[src/ddq_pkg.sv]
// shared constants and types for the double-data-rate four-wire read block
package ddq_pkg;

    // ==========================================================
    // command opcodes
    // ==========================================================
    localparam logic [7:0] DDQ_OP_READ_ADDR_CFG = 8'hED;  // 3 or 4 address bytes by config
    localparam logic [7:0] DDQ_OP_READ_ADDR_4B  = 8'hEE;  // always 4 address bytes

    // ==========================================================
    // phase lengths and limits
    // ==========================================================
    localparam logic [2:0] DDQ_OPC_LAST_BIT   = 3'h7;     // opcode bit index of the 8th bit
    localparam logic [2:0] DDQ_ADDR3_LAST_NIB = 3'h5;     // six nibbles for 3 address bytes
    localparam logic [2:0] DDQ_ADDR4_LAST_NIB = 3'h7;     // eight nibbles for 4 address bytes
    localparam logic [6:0] DDQ_PRE_EDGES      = 7'h08;    // four cycles, both edges
    localparam logic [3:0] DDQ_EXIT_RISES     = 4'h8;     // short select that drops continuous
    localparam logic [3:0] DDQ_RISE_SAT       = 4'hF;     // rise counter saturation
    localparam logic [7:0] DDQ_TRAIN_RESET    = 8'h34;    // default training byte

    // highest array byte address, a plain default (a power of two less one)
    localparam logic [31:0] DDQ_ARRAY_LAST    = 32'h00FF_FFFF;

    // ==========================================================
    // latency tables, dummy cycles per latency code, entry 15 first
    // ==========================================================
    localparam logic [15:0][5:0] DDQ_HP_LAT  = '{6'h10, 6'h0F, 6'h0E, 6'h0D,
                                                 6'h0C, 6'h0B, 6'h0A, 6'h09,
                                                 6'h08, 6'h07, 6'h06, 6'h05,
                                                 6'h04, 6'h03, 6'h02, 6'h01};
    localparam logic [15:0][5:0] DDQ_ENH_LAT = '{6'h11, 6'h10, 6'h0F, 6'h0E,
                                                 6'h0D, 6'h0C, 6'h0B, 6'h0A,
                                                 6'h09, 6'h08, 6'h07, 6'h06,
                                                 6'h05, 6'h04, 6'h03, 6'h02};

    // ==========================================================
    // input synchroniser lanes
    // ==========================================================
    localparam int DDQ_SYNC_W   = 6;                      // cs, sck, four io lines
    localparam int DDQ_LANE_CS  = 0;
    localparam int DDQ_LANE_SCK = 1;
    localparam int DDQ_LANE_IO  = 2;                      // io0 lane, io3 at +3

    // ==========================================================
    // sequencer states
    // ==========================================================
    typedef enum logic [2:0] {
        DDQ_ST_IDLE,      // chip select high
        DDQ_ST_OPCODE,    // single-rate opcode on io0
        DDQ_ST_ADDR,      // double-rate address nibbles
        DDQ_ST_MODE,      // two mode nibbles
        DDQ_ST_DUMMY,     // latency, optional training tail
        DDQ_ST_DATA,      // double-rate read data
        DDQ_ST_IGNORE     // command not taken, wait for deselect
    } ddq_state_e;

endpackage

[src/ddq_read_ctrl.sv]
// double-data-rate four-wire read sequencer, device side
`timescale 1ns/10ps

module ddq_read_ctrl
    import ddq_pkg::*;
#(
    parameter bit USE_ENHANCED_TABLE = 1'b0   // latency table of this variant
) (
    input  wire logic        ref_clk,
    input  wire logic        arst_n,
    input  wire logic        cs_n,
    input  wire logic        sck,
    input  wire logic [3:0]  io_in,
    output logic      [3:0]  io_out,
    output logic      [3:0]  io_oe,
    input  wire logic        pause_n,
    input  wire logic        quad_enable,
    input  wire logic        extended_addressing_enable,
    input  wire logic [3:0]  latency_code_field,
    input  wire logic        training_enable,
    input  wire logic [7:0]  capture_training_pattern,
    output logic      [31:0] mem_addr,
    input  wire logic [7:0]  mem_rd_data,
    output logic             cont_mode,
    output logic             data_phase
);

    // ==========================================================
    // state
    // ==========================================================
    typedef struct packed {
        ddq_state_e  st;        // sequencer phase
        logic        cont;      // continuous mode armed for next select
        logic        skip_op;   // this select began without opcode
        logic        four_byte; // address length of current command
        logic        armed;     // address capture has seen its first rise
        logic        nib_hi;    // next data edge sends the high nibble
        logic [2:0]  bit_cnt;   // opcode bit or address nibble index
        logic [3:0]  rises;     // rising edges in this select, saturating
        logic [31:0] shreg;     // opcode and address shifter
        logic [3:0]  mode_hi;   // first mode nibble
        logic [6:0]  dcnt;      // dummy edges left
        logic [31:0] addr;      // byte address counter
        logic [3:0]  byte_lo;   // low nibble held for the second edge
        logic [3:0]  io_out;    // pin drive value
        logic [3:0]  io_oe;     // pin drive enables
    } ddq_ctrl_s;

    ddq_ctrl_s r, n;

    // ==========================================================
    // pin synchronisation
    // ==========================================================
    logic [DDQ_SYNC_W-1:0] pin_q;     // agreed pin levels
    logic [DDQ_SYNC_W-1:0] pin_rise;  // one-cycle rise per lane
    logic [DDQ_SYNC_W-1:0] pin_fall;  // one-cycle fall per lane

    // io shares the sck pipeline so each edge sees the io level of its instant
    ddq_sync #(
        .W(DDQ_SYNC_W)
    ) u_sync (
        .ref_clk(ref_clk),
        .arst_n (arst_n),
        .d      ({io_in, sck, cs_n}),
        .q      (pin_q),
        .rise   (pin_rise),
        .fall   (pin_fall)
    );

    logic       cs_n_q;      // agreed select level
    logic       cs_rise;     // deselect pulse
    logic       cs_fall;     // select pulse
    logic       sck_rise;    // serial clock rising pulse
    logic       sck_edge;    // either serial clock edge
    logic [3:0] io_q;        // agreed io levels

    assign cs_n_q   = pin_q[DDQ_LANE_CS];
    assign cs_rise  = pin_rise[DDQ_LANE_CS];
    assign cs_fall  = pin_fall[DDQ_LANE_CS];
    assign sck_rise = pin_rise[DDQ_LANE_SCK];
    assign sck_edge = pin_rise[DDQ_LANE_SCK] | pin_fall[DDQ_LANE_SCK];
    assign io_q     = pin_q[DDQ_LANE_IO +: 4];

    // ==========================================================
    // next state
    // ==========================================================
    logic [5:0]  lat_cycles;   // dummy cycles for the current code
    logic [31:0] sh_next;      // shifter after one address nibble
    logic [7:0]  opc_next;     // opcode after its last bit
    logic [2:0]  pre_idx;      // training bit for this edge

    // the pause pin is deliberately unread: this command cannot be held
    // pause has no effect

    // one sequencer step per detected serial clock edge
    always_comb begin
        n        = r;
        lat_cycles = USE_ENHANCED_TABLE ? DDQ_ENH_LAT[latency_code_field]
                                        : DDQ_HP_LAT[latency_code_field];
        sh_next  = {r.shreg[27:0], io_q};
        opc_next = {r.shreg[6:0], io_q[0]};
        pre_idx  = 3'(r.dcnt - 7'h01);

        if (cs_fall) begin
            // new select: continuous mode starts straight at the address
            // opcode only when not continuous
            n.st      = r.cont ? DDQ_ST_ADDR : DDQ_ST_OPCODE;
            n.skip_op = r.cont;
            n.bit_cnt = '0;
            n.rises   = '0;
            n.armed   = 1'b0;
            n.nib_hi  = 1'b1;
            n.io_oe   = '0;
        end else if (cs_rise) begin
            // short select without a full sequence drops continuous mode
            if (r.skip_op && (r.st == DDQ_ST_ADDR || r.st == DDQ_ST_MODE) &&
                r.rises <= DDQ_EXIT_RISES) begin
                n.cont = 1'b0;
            end
            n.st    = DDQ_ST_IDLE;
            n.io_oe = '0;
        end else if (!cs_n_q && sck_edge) begin
            // rising edges counted for the short-select check
            if (sck_rise && r.rises != DDQ_RISE_SAT) begin
                n.rises = r.rises + 4'h1;
            end
            unique case (r.st)
                // nothing to do until selected, or after a refused command
                DDQ_ST_IDLE, DDQ_ST_IGNORE: begin
                    n.st = r.st;
                end
                // opcode shifted msb first on io0
                DDQ_ST_OPCODE: begin
                    if (sck_rise) begin
                        n.shreg   = {r.shreg[30:0], io_q[0]};
                        n.bit_cnt = r.bit_cnt + 3'h1;
                        if (r.bit_cnt == DDQ_OPC_LAST_BIT) begin
                            n.bit_cnt = '0;
                            n.armed   = 1'b0;
                            if (quad_enable && opc_next == DDQ_OP_READ_ADDR_4B) begin
                                n.four_byte = 1'b1;
                                n.st        = DDQ_ST_ADDR;
                            end else if (quad_enable && opc_next == DDQ_OP_READ_ADDR_CFG) begin
                                n.four_byte = extended_addressing_enable;
                                n.st        = DDQ_ST_ADDR;
                            end else begin
                                n.st = DDQ_ST_IGNORE;
                            end
                        end
                    end
                end
                // address nibble on every edge, from the first rise
                DDQ_ST_ADDR: begin
                    if (sck_rise || r.armed) begin
                        n.armed   = 1'b1;
                        n.shreg   = sh_next;
                        n.bit_cnt = r.bit_cnt + 3'h1;
                        if (r.bit_cnt == (r.four_byte ? DDQ_ADDR4_LAST_NIB
                                                      : DDQ_ADDR3_LAST_NIB)) begin
                            // out-of-range starts fold into the array
                            n.addr    = (r.four_byte ? sh_next : {8'h00, sh_next[23:0]})
                                        & DDQ_ARRAY_LAST;
                            n.bit_cnt = '0;
                            n.st      = DDQ_ST_MODE;
                        end
                    end
                end
                DDQ_ST_MODE: begin
                    if (r.bit_cnt == 3'h0) begin
                        n.mode_hi = io_q;
                        n.bit_cnt = 3'h1;
                    end else begin
                        n.cont    = (r.mode_hi == ~io_q);
                        // dummy length from the latency code
                        n.dcnt    = {lat_cycles, 1'b0};
                        n.bit_cnt = '0;
                        n.st      = DDQ_ST_DUMMY;
                    end
                end
                // latency, with the training byte in its last four cycles
                DDQ_ST_DUMMY: begin
                    n.dcnt = r.dcnt - 7'h01;
                    if (training_enable && r.dcnt <= DDQ_PRE_EDGES) begin
                        n.io_out = {4{capture_training_pattern[pre_idx]}};
                        n.io_oe  = '1;
                    end
                    if (r.dcnt == 7'h01) begin
                        n.st     = DDQ_ST_DATA;
                        n.nib_hi = 1'b1;
                    end
                end
                // a nibble per edge, high nibble first
                DDQ_ST_DATA: begin
                    n.io_oe = '1;
                    if (r.nib_hi) begin
                        n.io_out  = mem_rd_data[7:4];
                        n.byte_lo = mem_rd_data[3:0];
                        n.nib_hi  = 1'b0;
                    end else begin
                        n.io_out = r.byte_lo;
                        n.nib_hi = 1'b1;
                        // next byte, wrapping past array end
                        n.addr   = (r.addr >= DDQ_ARRAY_LAST) ? 32'h0000_0000
                                                              : r.addr + 32'h0000_0001;
                    end
                end
            endcase
        end
    end

    // ==========================================================
    // registers
    // ==========================================================
    // all-zero reset is idle, out of continuous mode, bus released
    always_ff @(posedge ref_clk or negedge arst_n) begin
        if (!arst_n) begin
            r <= '0;
        end else begin
            r <= n;
        end
    end

    // ==========================================================
    // outputs
    // ==========================================================
    // array address follows the counter; data must settle before the next edge
    assign io_out     = r.io_out;
    assign io_oe      = r.io_oe;
    assign mem_addr   = r.addr;
    assign cont_mode  = r.cont;
    assign data_phase = (r.st == DDQ_ST_DATA);

endmodule

[src/ddq_sync.sv]
// three-stage input synchroniser with agreement filter and edge pulses
`timescale 1ns/10ps

module ddq_sync
    import ddq_pkg::*;
#(
    parameter int W = DDQ_SYNC_W
) (
    input  wire logic         ref_clk,
    input  wire logic         arst_n,
    input  wire logic [W-1:0] d,
    output logic      [W-1:0] q,
    output logic      [W-1:0] rise,
    output logic      [W-1:0] fall
);

    // ==========================================================
    // state
    // ==========================================================
    typedef struct packed {
        logic [W-1:0] s1;   // first stage, seen only by s2
        logic [W-1:0] s2;
        logic [W-1:0] s3;
        logic [W-1:0] q;    // accepted level
        logic [W-1:0] qd;   // accepted level one cycle back
    } ddq_sync_s;

    ddq_sync_s r, n;

    // the select lane resets to its idle high level, so leaving reset
    // never shows a false deselect edge to the sequencer
    localparam logic [W-1:0] IDLE_LVL = W'(1) << DDQ_LANE_CS;

    // ==========================================================
    // next state
    // ==========================================================
    // a lane moves only when stages two and three agree, so a lone glitch
    // sample never reaches the sequencer
    always_comb begin
        n    = r;
        n.s1 = d;
        n.s2 = r.s1;
        n.s3 = r.s2;
        n.q  = (~(r.s2 ^ r.s3) & r.s3) | ((r.s2 ^ r.s3) & r.q);
        n.qd = r.q;
    end

    // register the whole state
    always_ff @(posedge ref_clk or negedge arst_n) begin
        if (!arst_n) begin
            r <= '{IDLE_LVL, IDLE_LVL, IDLE_LVL, IDLE_LVL, IDLE_LVL};
        end else begin
            r <= n;
        end
    end

    // pulses line up with the new level so lanes stay aligned
    assign q    = r.q;
    assign rise = r.q & ~r.qd;
    assign fall = ~r.q & r.qd;

endmodule

[config.mk]
export PLATFORM = sky130hd
export DESIGN_NAME = ddq_read_ctrl
export DESIGN_NICKNAME = d
export VERILOG_FILES = /design/src/ddq_pkg.sv /design/src/ddq_read_ctrl.sv /design/src/ddq_sync.sv
export SDC_FILE = /design/constraint.sdc
export NUM_CORES = 1
export LEC_CHECK = 0
export BUFFER_PORTS_ARGS = -buffer_cell sky130_fd_sc_hd__buf_2
export CAP_MARGIN = 40
export CORE_MARGIN = 4
export CORE_UTILIZATION = 65
export CTS_BUF_LIST = sky130_fd_sc_hd__clkbuf_2 sky130_fd_sc_hd__clkbuf_4 sky130_fd_sc_hd__clkbuf_8
export DETAILED_ROUTE_END_ITERATION = 6
export PLACE_DENSITY = 0.88
export SETUP_SLACK_MARGIN = 0.15
export SLEW_MARGIN = 40
export SYNTH_ARGS = -nofsm -noshare
export SYNTH_HDL_FRONTEND = slang
export SYNTH_HIERARCHICAL = 1
export SYNTH_SLANG_ARGS = --single-unit
export TNS_END_PERCENT = 50
[constraint.sdc]
create_clock -name ref_clk -period 6.4 [get_ports ref_clk]
set_clock_uncertainty 0.05 [all_clocks]
set_input_delay 1.28 -clock ref_clk [delete_from_list [all_inputs] [get_ports ref_clk]]
set_output_delay 1.28 -clock ref_clk [all_outputs]
set_load 0.005 [all_outputs]
==> impl_metrics.py <==
metrics = {
    "power_and_ir_drop": {
        "vdd_ir_drop_max_mv": 0.192,
        "pwr_density_cell_mw_per_mm2": 330,
        "p_clk_share_pct": 28.5,
        "pwr-share-comb_pct": 23.3,
        "switching_share_pct": 35.2,
        "p_seq_share_pct": 48.3,
        "power.switching_uw": 778,
        "power.internal_uw": 1430,
        "leakage_uw": 0.00308,
    },
    "synthesis": {
        "synth_cells": 628,
        "syn_area_per_cell_um2": 9.86,
        "syn_area_mm2": 0.00619,
        "yosys_warnings": 6,
        "synth.net_count": 671,
    },
    "run": {
        "maxCapViolCount": 0,
    },
    "setup_path": {
        "critPathMaxStageDelay_ns": 0.59,
        "crit_type": "reg -> out",
        "rrSetupSlack_ns": 3.23,
        "worstPathCellList": "nand3b_1 > buf_4 > inv_1 > buf_2",
        "cp_data_arrival_time_ns": 1.88,
        "endpoint_kind": "output pin",
        "startpoint": "r[100]",
        "crit_fanout": 31,
        "crit_path_start_kind": "register",
        "slowest_stage": "dfrtp_1",
        "cp.required_ns": 5.07,
    },
    "cts": {
        "h-tree-depth": 4,
        "cts_sinks": 113,
        "cts_setup_buffers": 0,
        "cts_tree": "done",
        "cts_hold_buf": 0,
        "clk_pin_slew_ns": 0.07,
        "insertion_delay_ns": 0.44,
        "cts_root_buffer": "clkbuf_8",
        "numCtsBuffers": 17,
        "cts.path.max_buffers": 2,
        "post_cts_resize_count": 0,
    },
    "sta": {
        "slew_viol_final": 0,
        "setup_viol": 0,
        "tightest_slew_ns": 0.737,
        "rsz0062_at_grt": "no",
        "period_needed_ns": 3.21,
        "finalWorstSetupSlack_ns": 3.19,
        "hold_viol": 0,
        "period_share_pct": 50.1,
        "hold_ws_ns": 0.301,
        "max-slew-margin-rel_pct": 50.9,
        "fmax_mhz": 312,
        "tns_ns": 0,
    },
    "die": {
        "rows": 35,
        "fp.dieW_um": 106,
        "core_mm2": 0.00924,
        "initial_core_util_pct": 67.0,
        "die_height_um": 106,
        "die_area_mm2": 0.0112,
        "io_pins": 74,
    },
    "global_route": {
        "grt_usage_pct": 26.4,
        "grt_pass1_vias": 4901,
        "grt_antenna_before_repair": 0,
        "grt_pass1_wl_mm": 23.7,
        "grt_max_degree": 74,
        "overflow": 0,
    },
    "finish": {
        "final_core_utilization_pct": 72.4,
        "seqCellArea_mm2": 0.00283,
        "finalNonFillerCells": 791,
        "diodes": 0,
        "nFillCells": 658,
        "multi_input_area_mm2": 0.00281,
        "nets": 692,
        "final_layout_size_suffix_gt1_share_pct": 21.5,
        "syn_to_final_growth_pct": 8.02,
    },
    "placed_design": {
        "dpl.hpwl_mm": 9.70,
        "dp.cells": 759,
        "place_ws_ns": 3.33,
        "port_buffers": 72,
        "gp_congestion": 0.933,
    },
    "routing": {
        "wirelength_mm": 14.0,
        "firstDrtPassIters": 6,
        "drc": 0,
        "drt_iter0_drc": 472,
        "vias": 5011,
        "viasPerCell": 6.34,
        "routedWlPerCell_um": 17.7,
        "ant_nets": 0,
    },
    "hold_path": {
        "min-delay-start": "u_sync/n[22]",
        "holdCritPathClass": "reg -> reg",
    },
    "status": {
        "outcome": "finished, final reports clean",
    },
}
-- per-layer routing --
layer | vias to the layer above | wire, um | share of wire (%) | GRT usage [%]
li1 | 2289 | - | - | -
met2 | 263 | 6600 | 47 | 41.9
met3 | 26 | 1230 | 8.8 | 5.94
met5 | - | 0 | 0 | 0
met4 | 0 | 223 | 1.6 | 8.88
met1 | 2433 | 5950 | 42 | 36.2
-- cell type report --
type                    instances  share of cell area, %
well taps                     129                   2.41
clock buffers                  18                   3.61
multi-input cells             409                   41.9
flip-flops and latches        113                   42.4
repair buffers                 75                   5.82
inverters                      33                   1.85
clock inverters                14                   2.00
-- stage by stage --
stage | cell area (um2) | power [uW]
final | 6690 | 2210
after global routing | 6690 | 2340
after CTS | 6660 | 2200
after detailed placement | 6290 | 1580
after global placement | 6280 | 1540
after floorplan | 6190 | 1440
-- critical path, delay by kind of cell, from the launching register on --
kind                   cells  cell delay (ns)
buffers and inverters      3             0.69
flip-flops                 1             0.59
AND/OR/NAND/NOR            1             0.16
-- worst paths after layout --
path / endpoint / depth (start not counted)
setup reg to reg: mem_addr[26] / 6
hold reg to reg: u_sync/n[16] / 0
setup / recovery: data_phase / 4
min in group asynchronous: mem_addr[18] / 1
max in group asynchronous: r[8] / 2
hold / removal: u_sync/n[16] / 0
-- state kept, by name, summed over array words and instances, names as in the netlist, named ones only --
| name | flops |
|---|---|
| r | 42 |
| mem_addr | 32 |
| u_sync/n | 12 |
| u_sync/r | 8 |
| opc_next | 7 |
| io_out | 4 |
| cont_mode | 1 |
| io_oe | 1 |
-- layout by cell type, fill, tap and decap left out, types with 4 or more instances in the layout --
master	count
dfstp_2	5
nand3_1	13
and4_1	4
nand3b_1	4
inv_1	33
a21oi_1	41
nand2_1	28
clkbuf_8	17
a31oi_1	9
o22ai_1	8
mux2_2	9
a32o_1	6
dfrtp_1	108
clkinvlp_4	5
and2_1	4
a22o_1	8
and3_1	5
ha_1	11
a32oi_1	4
xor2_1	5
a22oi_1	8
nor4_1	8
xnor2_1	6
inv_6	4
nor2_1	59
buf_2	71
o21ai_0	31
o22a_1	7
nor3_1	16
mux2i_1	26
or4_1	4
maj3_2	6
nand4_1	13
o2bb2ai_1	7
nor2b_1	6
-- power groups by stage --
stage                     combinational (uW)  clock (uW)  sequential (uW)
after CTS                                513         637             1050
after floorplan                          458           0              986
after global placement                   483           0             1060
after global routing                     572         676             1090
after detailed placement                 509           0             1070
final                                    513         629             1070
No activity file was read; power rests on OpenSTA's default activity.
